$ cat config.mk
export PLATFORM = sky130hd
export DESIGN_NAME = psa_aux_ctrl
export DESIGN_NICKNAME = d
export VERILOG_FILES = /design/src/psa_pkg.sv /design/src/psa_aux_ctrl.sv
export SDC_FILE = /design/constraint.sdc
export NUM_CORES = 1
export LEC_CHECK = 0
export BUFFER_PORTS_ARGS = -buffer_cell sky130_fd_sc_hd__buf_2
export CORE_UTILIZATION = 45
export CTS_BUF_LIST = sky130_fd_sc_hd__clkbuf_8 sky130_fd_sc_hd__clkbuf_16
export CTS_CLUSTER_DIAMETER = 150
export DETAILED_ROUTE_END_ITERATION = 10
export SYNTH_ARGS = -nofsm -noshare
export SYNTH_HDL_FRONTEND = slang
export SYNTH_SLANG_ARGS = --single-unit
$ cat constraint.sdc
create_clock -name clk -period 2.8 [get_ports clk]
set_clock_uncertainty 0.1 [all_clocks]
set_input_delay 0.28 -clock clk [delete_from_list [all_inputs] [get_ports clk]]
set_output_delay 0.28 -clock clk [all_outputs]
set_load 0.1 [all_outputs]
$ cat src/psa_pkg.sv
/*
  Package for the power stage auxiliary control block: register map, field
  positions, reset values and enumerations.
  Assumes an APB slave with 32-bit data, one aligned word per register.
*/
`default_nettype none

package psa_pkg;

  // Register byte offsets (one word per controller where per-stage)
  localparam logic [7:0] CTRL0_OFF    = 8'h00;  // Stage control, stage 0
  localparam logic [7:0] CTRL1_OFF    = 8'h04;  // Stage control, stage 1
  localparam logic [7:0] CTRL2_OFF    = 8'h08;  // Stage control, stage 2
  localparam logic [7:0] CFG0_OFF     = 8'h10;  // Stage config, stage 0
  localparam logic [7:0] CFG1_OFF     = 8'h14;  // Stage config, stage 1
  localparam logic [7:0] CFG2_OFF     = 8'h18;  // Stage config, stage 2
  localparam logic [7:0] SYNCOUT_OFF  = 8'h20;  // Sync/output config, stage 2 view
  localparam logic [7:0] MATRIX_OFF   = 8'h24;  // Output matrix values
  localparam logic [7:0] RCMPA_OFF    = 8'h28;  // Reset compare A, shared by all stages
  localparam logic [7:0] RCMPB_OFF    = 8'h2c;  // Reset compare B, shared by all stages
  localparam logic [7:0] CAPT_OFF     = 8'h30;  // Capture time, stage 2
  localparam logic [7:0] IRQ_OFF      = 8'h34;  // Flags (read) / clear (write 1)
  localparam logic [7:0] VEC_OFF      = 8'h38;  // Lowest pending vector address (highest priority)

  // Stage control fields
  localparam int CTL_RUN     = 0;   // Run bit
  localparam int CTL_ARUN    = 1;   // Autorun follow bit
  localparam int CTL_PRE_LO  = 2;   // Prescale select, low
  localparam int CTL_PRE_HI  = 3;   // Prescale select, high

  // Stage config fields
  localparam int CFG_CLKSEL  = 0;   // Clock source select
  localparam int CFG_MODE_LO = 1;   // Running mode, 2 bits
  localparam int CFG_IMODE_LO = 3;  // Input mode, 4 bits
  localparam int CFG_POL     = 7;   // Output polarity bit
  localparam int CFG_MATRIX  = 8;   // Output matrix enable
  localparam int CFG_IEN_EC  = 9;   // End-of-cycle interrupt enable
  localparam int CFG_IEN_CAP = 10;  // Capture interrupt enable
  localparam int CFG_FLTEN   = 11;  // Fault input enable

  // Sync/output config fields
  localparam int SO_SYNC_LO  = 4;   // ADC sync select, low
  localparam int SO_SYNC_HI  = 5;   // ADC sync select, high
  localparam int SO_SEL1     = 6;   // Extra output 1 select
  localparam int SO_SEL2     = 7;   // Extra output 2 select

  localparam logic [31:0] RESET_VAL = 32'h0000_0000;

  // Input mode numbers that this block reacts to
  localparam logic [3:0] IMODE_HALT  = 4'h7;
  localparam logic [3:0] IMODE_BLANK = 4'he;

  // Vector addresses
  localparam logic [3:0] VEC_NONE = 4'h0;
  localparam logic [3:0] VEC_BASE = 4'h1;

  // Counter width
  localparam int CNT_W = 12;

  // Running modes
  typedef enum logic [1:0] {
    MODE_ONE_RAMP,
    MODE_TWO_RAMP,
    MODE_FOUR_RAMP,
    MODE_CENTERED
  } psa_mode_e;

endpackage : psa_pkg

`default_nettype wire

$ cat src/psa_aux_ctrl.sv
/*
  Auxiliary control for three chained power stage controllers: run chain,
  fault back-propagation, prescaler, ramp counters, mode 14 blanking,
  capture, output matrix, extra output selectors, ADC sync and vectors.
  Assumes an APB master on clk, and retrigger/fault pins from outside.
*/
//
// Operation
// - Mode 14 blanks output, ramp continues
// - Old variant: accept event only in on-time
// - Stage 2 input event latches counter into capture
// - New capture always overwrites old value
// - Four-ramp matrix drives per-ramp output bits
// - Matrix active: polarity ignored
// - Extra out 1: A, or B when set
// - Extra out 2: B, or A when set
// - ADC sync pulse from chosen edge
// - Centered: compare A times sync, min 1
// - Interrupts on reload and input
// - Two vectors: end-of-cycle and capture
// - Vectors 1..6, capture first, stage 2 first
// - Autorun stage starts with predecessor
// - Chained stages share aligned periods
// - Mode 7 faults travel both chain directions
// - Dropping run stops a follower whose own run bit is clear
// - Clock select and divide 1,4,16,64
// - B variant divides 1,4,32,256
// - Sync encoding: A lead/trail, B lead/trail
`timescale 1ns/1ps
`default_nettype none

module psa_aux_ctrl #(
  parameter bit B_VARIANT = 1'b0,  // Selects the wider prescaler divides
  parameter int NSTAGE    = 3      // Number of chained stages
) (
  input  wire logic        clk,
  input  wire logic        srst,
  input  wire logic        clkPllEn,     // One-cycle enable from the PLL clock path
  input  wire logic        psel,
  input  wire logic        penable,
  input  wire logic        pwrite,
  input  wire logic [7:0]  paddr,
  input  wire logic [31:0] pwdata,
  output logic      [31:0] prdata,
  output logic             pready,
  output logic             pslverr,
  input  wire logic [2:0]  faultIn,      // Retrigger/fault pin per stage
  output logic      [2:0]  mainOutA,
  output logic      [2:0]  mainOutB,
  output logic             stage2ExtraOut1,
  output logic             stage2ExtraOut2,
  output logic      [2:0]  adcSync,      // One-cycle pulse per stage
  output logic      [2:0]  endOfCycleIrq,
  output logic      [2:0]  captureEventIrq,
  output logic      [3:0]  vectorAddr
);

  // Per-stage registers
  logic [3:0]          ctrl_ff [NSTAGE];    // Stage control
  logic [11:0]         cfg_ff  [NSTAGE];    // Stage config
  logic [7:0]          syncOut_ff;          // Sync/output config
  logic [7:0]          matrix_ff;           // A ramp0..3 in [3:0], B in [7:4]
  logic [11:0]         rcmpA_ff;            // Reset compare A
  logic [11:0]         rcmpB_ff;            // Reset compare B
  logic [11:0]         capt_ff;             // Capture time of stage 2
  logic [NSTAGE-1:0]   ecFlag_ff;           // End-of-cycle flags
  logic [NSTAGE-1:0]   capFlag_ff;          // Capture flags
  logic [11:0]         cnt_ff  [NSTAGE];    // Ramp counters
  logic [1:0]          ramp_ff [NSTAGE];    // Ramp number
  logic [7:0]          pre_ff  [NSTAGE];    // Prescale counters
  logic [2:0]          f1_ff, f2_ff, f3_ff; // Pin synchroniser
  logic [2:0]          flt_ff;              // Agreed filtered level
  logic [2:0]          effRun;              // Effective run per stage
  logic [2:0]          fltHalt;             // Halt from own or chained fault
  logic [2:0]          tick;                // Stage clock enable
  logic [2:0]          rawA, rawB;          // Waveform before blanking
  logic [2:0]          outA, outB;          // Final outputs
  logic [2:0]          prevA_ff, prevB_ff;  // Edge detect of outputs
  logic [2:0]          fltRise;             // Input event
  logic [2:0]          reload;              // End of ramp cycle
  logic [2:0]          blankAcc_ff;         // Mode 14 event taken for this blank
  logic [2:0]          fltOwn;              // Enabled mode 7 fault of the stage itself
  logic [2:0]          fltBack;             // Own fault plus faults handed back
  // The matrix owns stage 2 only while it runs four ramps
  wire                 matrixOn = cfg_ff[2][psa_pkg::CFG_MATRIX] &&
                                  (cfg_ff[2][2:1] == psa_pkg::MODE_FOUR_RAMP);

  // APB decode
  wire        apbWr   = psel & penable & pwrite;
  wire        apbRd   = psel & penable & ~pwrite;
  wire [7:0]  addr    = paddr;
  wire        hitCtrl = (addr == psa_pkg::CTRL0_OFF) | (addr == psa_pkg::CTRL1_OFF)
                      | (addr == psa_pkg::CTRL2_OFF);
  wire        hitCfg  = (addr == psa_pkg::CFG0_OFF) | (addr == psa_pkg::CFG1_OFF)
                      | (addr == psa_pkg::CFG2_OFF);
  wire [1:0]  sIdx    = addr[3:2];
  wire        mapped  = hitCtrl | hitCfg | (addr == psa_pkg::SYNCOUT_OFF)
                      | (addr == psa_pkg::MATRIX_OFF) | (addr == psa_pkg::RCMPA_OFF)
                      | (addr == psa_pkg::RCMPB_OFF) | (addr == psa_pkg::CAPT_OFF)
                      | (addr == psa_pkg::IRQ_OFF) | (addr == psa_pkg::VEC_OFF);

  // Zero-wait slave; unmapped addresses answer with an error
  assign pready  = 1'b1;
  assign pslverr = psel & penable & ~mapped;

  // Read mux
  always_comb begin
    prdata = psa_pkg::RESET_VAL;
    if (apbRd) begin
      if (hitCtrl) prdata = {28'h0, ctrl_ff[sIdx]};
      else if (hitCfg) prdata = {20'h0, cfg_ff[sIdx]};
      else case (addr)
        psa_pkg::SYNCOUT_OFF: prdata = {24'h0, syncOut_ff};
        psa_pkg::MATRIX_OFF:  prdata = {24'h0, matrix_ff};
        psa_pkg::RCMPA_OFF:   prdata = {20'h0, rcmpA_ff};
        psa_pkg::RCMPB_OFF:   prdata = {20'h0, rcmpB_ff};
        psa_pkg::CAPT_OFF:    prdata = {20'h0, capt_ff};
        psa_pkg::IRQ_OFF:     prdata = {26'h0, capFlag_ff, ecFlag_ff};
        psa_pkg::VEC_OFF:     prdata = {28'h0, vectorAddr};
        default:              prdata = psa_pkg::RESET_VAL;
      endcase
    end
  end

  // Config register writes; a halting fault clears the run bit
  always_ff @(posedge clk) begin
    if (srst) begin
      for (int i = 0; i < NSTAGE; i++) begin
        ctrl_ff[i] <= 4'h0;
        cfg_ff[i]  <= 12'h000;
      end
      syncOut_ff <= 8'h00;
      matrix_ff  <= 8'h00;
      rcmpA_ff   <= 12'h001;
      rcmpB_ff   <= 12'h000;
    end else begin
      for (int i = 0; i < NSTAGE; i++) begin
        if (apbWr && hitCtrl && sIdx == 2'(i)) ctrl_ff[i] <= pwdata[3:0];
        else if (fltHalt[i]) ctrl_ff[i][psa_pkg::CTL_RUN] <= 1'b0;
        if (apbWr && hitCfg && sIdx == 2'(i)) cfg_ff[i] <= pwdata[11:0];
      end
      if (apbWr && addr == psa_pkg::SYNCOUT_OFF) syncOut_ff <= pwdata[7:0];
      if (apbWr && addr == psa_pkg::MATRIX_OFF)  matrix_ff  <= pwdata[7:0];
      if (apbWr && addr == psa_pkg::RCMPA_OFF)   rcmpA_ff   <= pwdata[11:0];
      if (apbWr && addr == psa_pkg::RCMPB_OFF)   rcmpB_ff   <= pwdata[11:0];
    end
  end

  // Pin synchroniser: a change counts once stages two and three agree
  always_ff @(posedge clk) begin
    if (srst) begin
      f1_ff <= 3'b000; f2_ff <= 3'b000; f3_ff <= 3'b000; flt_ff <= 3'b000;
    end else begin
      f1_ff <= faultIn;
      f2_ff <= f1_ff;
      f3_ff <= f2_ff;
      for (int i = 0; i < NSTAGE; i++)
        if (f2_ff[i] == f3_ff[i]) flt_ff[i] <= f3_ff[i];
    end
  end

  // Per-stage combinational logic
  always_comb begin
    for (int i = 0; i < NSTAGE; i++) begin
      // Autorun follows predecessor's effective run
      if (i > 0 && ctrl_ff[i][psa_pkg::CTL_ARUN])
        effRun[i] = effRun[i-1] | ctrl_ff[i][psa_pkg::CTL_RUN];
      else
        effRun[i] = ctrl_ff[i][psa_pkg::CTL_RUN];
      // Prescale divide from clock source and two-bit field
      tick[i] = (cfg_ff[i][psa_pkg::CFG_CLKSEL] ? clkPllEn : 1'b1) &&
        (ctrl_ff[i][psa_pkg::CTL_PRE_HI:psa_pkg::CTL_PRE_LO] == 2'd0 ? 1'b1 :
         ctrl_ff[i][psa_pkg::CTL_PRE_HI:psa_pkg::CTL_PRE_LO] == 2'd1 ? pre_ff[i][1:0] == 2'd3 :
         ctrl_ff[i][psa_pkg::CTL_PRE_HI:psa_pkg::CTL_PRE_LO] == 2'd2 ?
           (B_VARIANT ? pre_ff[i][4:0] == 5'h1f : pre_ff[i][3:0] == 4'hf) :
           (B_VARIANT ? pre_ff[i] == 8'hff : pre_ff[i][5:0] == 6'h3f));
      // A rise counts only once both late synchroniser stages agree on it,
      // so a one-cycle glitch on the pin never captures or flags
      fltRise[i] = f2_ff[i] & f3_ff[i] & ~flt_ff[i];
      // Shared compare B sets period, compare A splits on-times
      reload[i] = effRun[i] & tick[i] & (cnt_ff[i] >= rcmpB_ff);
      rawA[i] = effRun[i] & (cnt_ff[i] < rcmpA_ff);
      rawB[i] = effRun[i] & (cnt_ff[i] >= rcmpA_ff);
      // Mode 14: blank while input active, counter keeps running
      outA[i] = rawA[i];
      outB[i] = rawB[i];
      // Old variant blanks only when the event was taken in on-time
      if (cfg_ff[i][6:3] == psa_pkg::IMODE_BLANK && flt_ff[i] &&
          (B_VARIANT || blankAcc_ff[i])) begin
        outA[i] = 1'b0;
        outB[i] = 1'b0;
      end
      // Polarity inverts unless the matrix owns the outputs
      if (cfg_ff[i][psa_pkg::CFG_POL] && !(i == 2 && matrixOn)) begin
        outA[i] = ~outA[i];
        outB[i] = ~outB[i];
      end
    end
    // Matrix drives stage 2 per ramp in four-ramp mode
    if (matrixOn) begin
      outA[2] = matrix_ff[ramp_ff[2]];
      outB[2] = matrix_ff[3'd4 + 3'(ramp_ff[2])];
    end
    // Only mode 7 faults may stop a stage; other modes stay local
    for (int i = 0; i < NSTAGE; i++) begin
      fltOwn[i] = flt_ff[i] & cfg_ff[i][psa_pkg::CFG_FLTEN] &
                  (cfg_ff[i][6:3] == psa_pkg::IMODE_HALT);
    end
    // Backward pass: a follower hands its fault to its predecessor
    fltBack[NSTAGE-1] = fltOwn[NSTAGE-1];
    for (int i = NSTAGE - 2; i >= 0; i--) begin
      fltBack[i] = fltOwn[i] | (fltBack[i+1] & ctrl_ff[i+1][psa_pkg::CTL_ARUN]);
    end
    // Forward pass: a predecessor's fault also stops its follower
    // Two passes cover the whole chained group without a combinational loop
    fltHalt[0] = fltBack[0];
    for (int i = 1; i < NSTAGE; i++) begin
      fltHalt[i] = fltBack[i] | (fltHalt[i-1] & ctrl_ff[i][psa_pkg::CTL_ARUN]);
    end
  end

  // Counters, prescalers and output registers
  always_ff @(posedge clk) begin
    if (srst) begin
      for (int i = 0; i < NSTAGE; i++) begin
        cnt_ff[i] <= 12'h000; ramp_ff[i] <= 2'd0; pre_ff[i] <= 8'h00;
      end
      mainOutA <= 3'b000; mainOutB <= 3'b000;
      prevA_ff <= 3'b000; prevB_ff <= 3'b000;
    end else begin
      for (int i = 0; i < NSTAGE; i++) begin
        if (!effRun[i]) begin
          cnt_ff[i] <= 12'h000; ramp_ff[i] <= 2'd0; pre_ff[i] <= 8'h00;
        end else begin
          if (!cfg_ff[i][psa_pkg::CFG_CLKSEL] || clkPllEn) pre_ff[i] <= pre_ff[i] + 8'h01;
          if (reload[i]) begin
            cnt_ff[i]  <= 12'h000;
            ramp_ff[i] <= ramp_ff[i] + 2'd1;
          end else if (tick[i]) cnt_ff[i] <= cnt_ff[i] + 12'h001;
        end
      end
      mainOutA <= outA;
      mainOutB <= outB;
      prevA_ff <= mainOutA;
      prevB_ff <= mainOutB;
    end
  end

  // Extra outputs copy main outputs of stage 2
  assign stage2ExtraOut1 = syncOut_ff[psa_pkg::SO_SEL1] ? mainOutB[2] : mainOutA[2];
  assign stage2ExtraOut2 = syncOut_ff[psa_pkg::SO_SEL2] ? mainOutA[2] : mainOutB[2];

  // ADC sync: ramp modes use edges, centered uses compare A match
  wire [1:0] syncSel = syncOut_ff[psa_pkg::SO_SYNC_HI:psa_pkg::SO_SYNC_LO];
  always_comb begin
    for (int i = 0; i < NSTAGE; i++) begin
      if (cfg_ff[i][2:1] == psa_pkg::MODE_CENTERED)
        adcSync[i] = ~syncSel[1] & effRun[i] & tick[i] & (cnt_ff[i] == rcmpA_ff);
      else case (syncSel)
        2'd0:    adcSync[i] = mainOutA[i] & ~prevA_ff[i];
        2'd1:    adcSync[i] = ~mainOutA[i] & prevA_ff[i];
        2'd2:    adcSync[i] = mainOutB[i] & ~prevB_ff[i];
        default: adcSync[i] = ~mainOutB[i] & prevB_ff[i];
      endcase
    end
  end

  // Mode 14 event acceptance per stage
  // On-time here is any part of a running ramp, as this block has no
  // dead time; an event taken while stopped is ignored until the next rise
  always_ff @(posedge clk) begin
    if (srst) begin
      blankAcc_ff <= 3'b000;
    end else begin
      for (int i = 0; i < NSTAGE; i++) begin
        if (fltRise[i]) begin
          blankAcc_ff[i] <= rawA[i] | rawB[i];  // Decided once per rise
        end else if (!flt_ff[i]) begin
          blankAcc_ff[i] <= 1'b0;  // Pin released, forget the event
        end
      end
    end
  end

  // Capture and flags; set wins over software clear
  wire irqClr = apbWr & (addr == psa_pkg::IRQ_OFF);
  always_ff @(posedge clk) begin
    if (srst) begin
      capt_ff <= 12'h000; ecFlag_ff <= 3'b000; capFlag_ff <= 3'b000;
    end else begin
      if (fltRise[2]) capt_ff <= cnt_ff[2];
      for (int i = 0; i < NSTAGE; i++) begin
        if (reload[i]) ecFlag_ff[i] <= 1'b1;
        else if (irqClr && pwdata[i]) ecFlag_ff[i] <= 1'b0;
        if (fltRise[i]) capFlag_ff[i] <= 1'b1;
        else if (irqClr && pwdata[3+i]) capFlag_ff[i] <= 1'b0;
      end
    end
  end

  // Enabled requests per vector
  always_comb begin
    for (int i = 0; i < NSTAGE; i++) begin
      endOfCycleIrq[i]   = ecFlag_ff[i] & cfg_ff[i][psa_pkg::CFG_IEN_EC];
      captureEventIrq[i] = capFlag_ff[i] & cfg_ff[i][psa_pkg::CFG_IEN_CAP];
    end
  end

  // Vector order: stage 2 capture at 1 up to stage 0 end-of-cycle at 6
  always_comb begin
    vectorAddr = psa_pkg::VEC_NONE;
    for (int i = 0; i < NSTAGE; i++) begin
      if (endOfCycleIrq[i])   vectorAddr = psa_pkg::VEC_BASE + 4'(2*(2-i)) + 4'd1;
      if (captureEventIrq[i]) vectorAddr = psa_pkg::VEC_BASE + 4'(2*(2-i));
    end
  end

  // Stage 2 capture vector sits at the lowest address
  vec_order_a: assert property (@(posedge clk) disable iff (srst)
    captureEventIrq[2] |-> vectorAddr == 4'h1) else $error("vector order wrong");
  // Extra outputs copy main output A in the same cycle whenever they select it
  extra_sel_a: assert property (@(posedge clk) disable iff (srst)
    !syncOut_ff[psa_pkg::SO_SEL1] |-> stage2ExtraOut1 == mainOutA[2])
    else $error("extra out 1 mismatch");
  extra_two_a: assert property (@(posedge clk) disable iff (srst)
    syncOut_ff[psa_pkg::SO_SEL2] |-> stage2ExtraOut2 == mainOutA[2])
    else $error("extra out 2 mismatch");
  // Capture register takes the counter value of the rise cycle
  capt_load_a: assert property (@(posedge clk) disable iff (srst)
    fltRise[2] |=> capt_ff == $past(cnt_ff[2])) else $error("capture missed");
  // Flags are set the cycle after their event
  ec_flag_a: assert property (@(posedge clk) disable iff (srst)
    reload[0] |=> ecFlag_ff[0]) else $error("end flag not set");
  cap_flag_a: assert property (@(posedge clk) disable iff (srst)
    fltRise[2] |=> capFlag_ff[2]) else $error("capture flag not set");
  // A taken mode 14 event blanks the output on the next edge
  blank_out_a: assert property (@(posedge clk) disable iff (srst)
    (cfg_ff[0][6:3] == 4'he && flt_ff[0] && !cfg_ff[0][7] && (B_VARIANT || blankAcc_ff[0]))
    |=> !mainOutB[0]) else $error("blanking failed");
  blank_take_a: assert property (@(posedge clk) disable iff (srst)
    (cfg_ff[2][6:3] == 4'he && flt_ff[2] && blankAcc_ff[2] && !cfg_ff[2][7] && !matrixOn)
    |=> !mainOutA[2]) else $error("taken event not blanked");
  // A chained fault clears the run bit unless software writes it again
  halt_run_a: assert property (@(posedge clk) disable iff (srst)
    fltHalt[1] && !(apbWr && hitCtrl) |=> !ctrl_ff[1][0]) else $error("halt ignored");
  follow_run_a: assert property (@(posedge clk) disable iff (srst)
    ctrl_ff[1][1] && effRun[0] |-> effRun[1]) else $error("autorun lag");

endmodule : psa_aux_ctrl

`default_nettype wire

# After elaboration in Yosys (flattened, before gate mapping)
# Memory sizes are Yosys's and may differ from the RTL's.
# Index checks and enable logic that the tools add are counted.
[classes]
add_sub_neg = 10
n_lt_le_gt_ge = 11
eq_ne = 50
n_mux = 178
bitwise_logic = 135
reduce_logical = 48
[ops]
columns = ["cell", "n"]
rows = [
  ["$mux W12", 12],
  ["$mux W1", 136],
  ["$mux W32", 3],
  ["$pmux W12 S7", 1],
  ["$ge A12 B12 Y1", 6],
  ["$and A1 B1 Y1", 60],
  ["$eq A8 B6 Y1 const B", 7],
  ["$or A1 B1 Y1", 51],
  ["$mux W8", 6],
  ["$add A12 B1 Y12 const B", 3],
  ["$eq A12 B12 Y1", 3],
  ["$lt A12 B12 Y1", 3],
  ["$mux W4", 8],
  ["$logic_and A1 B1 Y1", 29],
  ["$add A8 B1 Y8 const B", 3],
  ["$eq A2 B2 Y1 const B", 12],
  ["$eq A4 B4 Y1 const B", 6],
  ["$eq A8 B5 Y1 const B", 3],
  ["$not A1 Y1", 24],
  ["$eq A6 B6 Y1 const B", 3],
  ["$eq A4 B3 Y1 const B", 3],
  ["$mux W2", 6],
  ["$reduce_bool A2 Y1", 6],
  ["$eq A2 B1 Y1 const B", 5],
  ["other kinds (16)", 33],
]
[totals]
register_bits = 85
ram_bits = 114
inputBits = 49
out_inout_bits = 55
elab_cells = 461
memories = 5
[mem_list]
columns = ["name", "words", "width", "read_ports", "rd_clocked_by_memory_dff", "wr", "line", "source"]
rows = [
  ["cfg_ff", 3, 12, 4, 0, 3, "psa_aux_ctrl.sv:60", "logic [11:0] cfg_ff [NSTAGE];"],
  ["cnt_ff", 3, 12, 3, 0, 3, "psa_aux_ctrl.sv:68", "logic [11:0] cnt_ff [NSTAGE];"],
  ["pre_ff", 3, 8, 3, 0, 3, "psa_aux_ctrl.sv:70", "logic [7:0] pre_ff [NSTAGE];"],
  ["ctrl_ff", 3, 4, 4, 0, 3, "psa_aux_ctrl.sv:59", "logic [3:0] ctrl_ff [NSTAGE];"],
  ["ramp_ff", 3, 2, 3, 0, 3, "psa_aux_ctrl.sv:69", "logic [1:0] ramp_ff [NSTAGE];"],
]

# Depth between registers and ports, before layout
# An unclocked memory read counts as a cell.
[logic_depth]
depth_word = 16
ltp_mapped = 9
ltp_nobuf = 8

# Worst setup path after synthesis
# Ideal clock, no wire load.
[synth_timing]
path_kind = "register to output"
start = "register ecFlag_ff[0]"
end = "output port prdata[1]"
t_arrival_ns = 4.684
required_ns = 2.420
path_slack_ns = -2.264
stages_incl_launch_ff = 6
n_path_buf = 0
cell_sequence = "dfxtp_1 and2_1 nand3b_1 a21oi_1 a32oi_1 a31oi_1"
[synth_between]
elab_chain_len = 11
[synth_rtl]
columns = ["element", "line", "source"]
rows = [
  ["start: declaration", "psa_aux_ctrl.sv:66", "logic [NSTAGE-1:0] ecFlag_ff;"],
  ["start signal: assignment", "psa_aux_ctrl.sv:289", "capt_ff <= 12'h000; ecFlag_ff <= 3'b000; capFlag_ff <= 3'b000;"],
  ["start signal: indexed assignment", "psa_aux_ctrl.sv:293", "if (reload[i]) ecFlag_ff[i] <= 1'b1;"],
  ["start signal: indexed assignment", "psa_aux_ctrl.sv:294", "else if (irqClr && pwdata[i]) ecFlag_ff[i] <= 1'b0;"],
  ["$and A1 B1 Y1", "psa_aux_ctrl.sv:304", "endOfCycleIrq[i] = ecFlag_ff[i] & cfg_ff[i][psa_pkg::CFG_IEN_EC];"],
  ["net endOfCycleIrq[0]", "psa_aux_ctrl.sv:53", "output logic [2:0] endOfCycleIrq,"],
  ["$mux W3", "psa_aux_ctrl.sv:313", "if (endOfCycleIrq[i]) vectorAddr = psa_pkg::VEC_BASE + 4'(2*(2-i)) + 4'd1;"],
  ["$mux W4", "psa_aux_ctrl.sv:314", "if (captureEventIrq[i]) vectorAddr = psa_pkg::VEC_BASE + 4'(2*(2-i));"],
  ["$mux W4", "psa_aux_ctrl.sv:313", ""],
  ["$mux W4", "psa_aux_ctrl.sv:314", ""],
  ["$mux W4", "psa_aux_ctrl.sv:313", ""],
  ["$mux W4", "psa_aux_ctrl.sv:314", ""],
  ["net vectorAddr[1]", "psa_aux_ctrl.sv:55", "output logic [3:0] vectorAddr"],
  ["$pmux W12 S7", "psa_aux_ctrl.sv:112", "else case (addr)"],
  ["$mux W32", "psa_aux_ctrl.sv:111", "else if (hitCfg) prdata = {20'h0, cfg_ff[sIdx]};"],
  ["$mux W32", "psa_aux_ctrl.sv:110", "if (hitCtrl) prdata = {28'h0, ctrl_ff[sIdx]};"],
  ["$mux W32", "psa_aux_ctrl.sv:109", "if (apbRd) begin"],
  ["end: declaration", "psa_aux_ctrl.sv:44", "output logic [31:0] prdata,"],
]
# The timed path passes the listed nets, and every way through them passes these cells.

==> run_results.csv <==
group,metric,value,unit
status,status,"complete, but fails checks",
status,violations,"setup timing",
global_route,grt_pass1_vias,8345,
yosys,synth_seq_area_share,44.1,%
setup_path,critical_path_arrival,2.48,ns
clock_network,insertion_delay,0.45,ns
placement,placed_area,12200,µm²
clock_network,cts_buffers,17,
layout,final_net_count,1391,
setup_path,critPathCaptureType,"output port",
layout,fillers,2154,
layout,multi_input_area,5880,µm²
sta,hold_viol,0,
global_route,grt_overflow,0,
yosys,yosysTopAreaCell,"edfxtp_1",
yosys,synth_edf_count,103,
layout,syn2layout_area_growth,19.8,%
sta,relSlewSlack,44.0,%
setup_path,worst_ep_required_time,2.42,ns
yosys,yosys-top-cells-area,"edfxtp_1, dfxtp_1, ha_1",
yosys,synthCells,1155,
placement,gp_congestion,0.896,
clock_network,cts_max_level,4,
detailed_routing,wirelength,32200,µm
floorplan,dieArea,24900,µm²
yosys,yosysTopAreaCellShare,28.4,%
floorplan,start_util,46.2,%
yosys,netlist_area,10900,µm²
global_route,grt_max_degree,53,
setup_path,criticalPathCategory,"reg2out",
sta,max_freq,0.350,GHz
layout,stdcell_area,13100,µm²
clock_network,clk_path_buf_depth,2,
floorplan,num_io_pins,104,
sta,setup_viol,1,
sta,maxSlewViolCount,0,
detailed_routing,dr.first_iter.drc_count,749,
global_route,grt_pass1_wl,48100,µm
yosys,ys_ff_latch,189,
yosys,synth_cell_types,66,
run,cap_violations,0,
sta,finalWorstSetupSlack,-0.0552,ns
sta,tightest_slew,0.829,ns
layout,final_core_util,55.3,%
yosys,ys_warn_count,0,
yosys,async_reset_ff_share,0,%
layout,diodes,0,
clock_network,numClockSinks,189,
detailed_routing,num_vias,8907,
setup_path,startpoint_type,"flip-flop",
detailed_routing,drc,0,
sta,timing.final.crit_period,2.86,ns
detailed_routing,avgViaCountPerCell,5.59,
detailed_routing,drt_first_pass_iters,6,
global_route,antenna_found_initial,1,
layout,seqCellArea,4820,µm²
sta,fin_crit_sh,102,%
layout,drive_above_1_share,19.1,%
detailed_routing,wl_per_cell,20.2,µm
floorplan,die_w,158,µm
yosys,synth.avg_cell_area,9.44,µm²
placement,io_buffers,61,
floorplan,die_h,158,µm
setup_path,cp_max_fo,4,
floorplan,rows,56,
clock_network,cts_tree,"built",
sta,rsz0062_at_grt,"true",
yosys,synth_flop_cell,"edfxtp_1",
detailed_routing,ant_nets,0,
power_and_ir_drop,p_leak,5.05,nW
power_and_ir_drop,ir_drop,0.357,mV
floorplan,core-area,23600,µm²
placement,dp_hpwl,23900,µm
global_route,grt_use_total,26.7,%
clock_network,cts-root-buf,"clkbuf_16",
clock_network,cts.clk_slew.worst_paths,0.08,ns
power_and_ir_drop,powerDensity,502,nW/µm²
hold_path,hold_class,"in2reg",
[metrics by stage]
stage / setup TNS [ns] / cells / worst slack (ns) / hold slack [ns] / power [mW]
after detailed placement: 0 / 1543 / 0.0468 / 0.332 / 3.98
after CTS: -0.164 / 1585 / -0.0830 / 0.0214 / 6.57
final: -0.0552 / 1593 / -0.0552 / 0.0342 / 6.57
after global placement: 0 / 1543 / 0.0561 / 0.318 / 3.97
after floorplan: -0.201 / 1175 / -0.201 / 0.308 / 3.74
after global routing: -0.175 / 1593 / -0.121 / 0.0313 / 6.77
[sequential cells by signal, summed over array words and instances, names as in the netlist, 8 cells and up]
signal,cells
capt_ff,12
matrix_ff,8
pre_ff,18
cnt_ff,36
syncOut_ff,8
rcmpB_ff,12
ctrl_ff,12
cfg_ff,36
rcmpA_ff,12
[final timing paths]
check / startpoint / end / slack [ns] / cells after the start
worst min register to register: f1_ff[0]$_SDFF_PP0_ / f2_ff[0]$_SDFF_PP0_ / 0.35 / 1
worst max-delay path: cnt_ff[1][8]$_SDFFCE_PN0P_ / adcSync[1] / -0.06 / 8
worst min-delay path: pwdata[8] / rcmpA_ff[8]$_SDFFE_PP0P_ / 0.03 / 3
worst max register to register: cnt_ff[2][0]$_SDFFCE_PN0P_ / ramp_ff[2][1]$_SDFFCE_PN0P_ / 0.22 / 8
[synth_stat cells, types with 23 or more instances]
| library cell | n |
|---|---|
| clkbuf_1 | 25 |
| nand2_1 | 136 |
| edfxtp_1 | 103 |
| nor2b_1 | 24 |
| mux2i_1 | 30 |
| dfxtp_1 | 86 |
| xor2_1 | 26 |
| a21o_1 | 28 |
| inv_1 | 43 |
| buf_4 | 23 |
| a21oi_1 | 97 |
| nand3_1 | 63 |
| ha_1 | 81 |
| o21ai_0 | 37 |
| nor2_1 | 119 |
[layout by cell type (no fill, tap or decap), drive strengths merged, types with 4 or more instances in the layout]
master / instances
clkinv: 6
nor2b: 24
nand4b: 4
nand2b: 10
a21oi: 97
edfxtp: 103
buf: 133
conb: 22
nor3b: 7
nor2: 123
o21ai: 38
mux2: 12
clkbuf: 17
xor2: 26
nand2: 137
a211oi: 5
a21o: 28
nand4: 17
nand3: 63
o31a: 4
inv: 53
a32oi: 9
dfxtp: 86
a22oi: 5
xnor2: 21
mux2i: 30
mux4: 6
and2: 21
o211ai: 7
nor3: 13
and3: 16
ha: 81
[final cells by class]
cell class                 instances  area share [%]
multi-input combinational        873            45.0
sequential                       189            36.9
timing repair buffer             136            8.84
clock buffer                      17            3.26
tap                              319            3.05
clock inverter                    15            1.67
inverter                          44            1.26
[where the power goes]
group	switching, mW	total, mW	internal, mW
combinational	0.618	0.878	0.261
clock	1.36	2.62	1.26
sequential	0.0748	3.07	2.99
[worst max-delay path, stage by stage (launching register included)]
cell,delay [ns]
edfxtp_1,0.49
ha_4,0.32
nand4_1,0.12
nor3_2,0.13
buf_4,0.14
nand4b_1,0.09
or3_4,0.36
a31oi_4,0.17
buf_12,0.19
[routing by layer]
metal | vias to the layer above | routed length, µm | track usage, %
met5 | - | 0 | 0
met4 | 0 | 1340 | 14.3
met3 | 68 | 2220 | 5.67
met2 | 304 | 14600 | 40.7
met1 | 4230 | 14100 | 35.4
li1 | 4305 | - | -
[cells by family (layout without fill, tap and decap cells)]
group | after synthesis | count (layout) | synth area share, %
adders and majority gates | 81 | 81 | 9.29
muxes | 48 | 48 | 5.23
and+or+nand+nor | 450 | 450 | 19.7
xor gates and xnor gates | 47 | 47 | 3.77
AOI/OAI and AO/OA | 225 | 225 | 12.9
buffers and inverters | 113 | 212 | 4.93
other | 2 | 22 | 0.0689
DFF | 189 | 189 | 44.1
[what timing repair did]
item	in CTS	in global routing
resized for setup	6	22
hold buffers	3	0
pin swaps	4	6
endpoints found under the hold margin	3	0
endpoints found under the setup margin	3	17
setup buffers	7	8
Note: power is estimated with default switching activity, not from simulation.
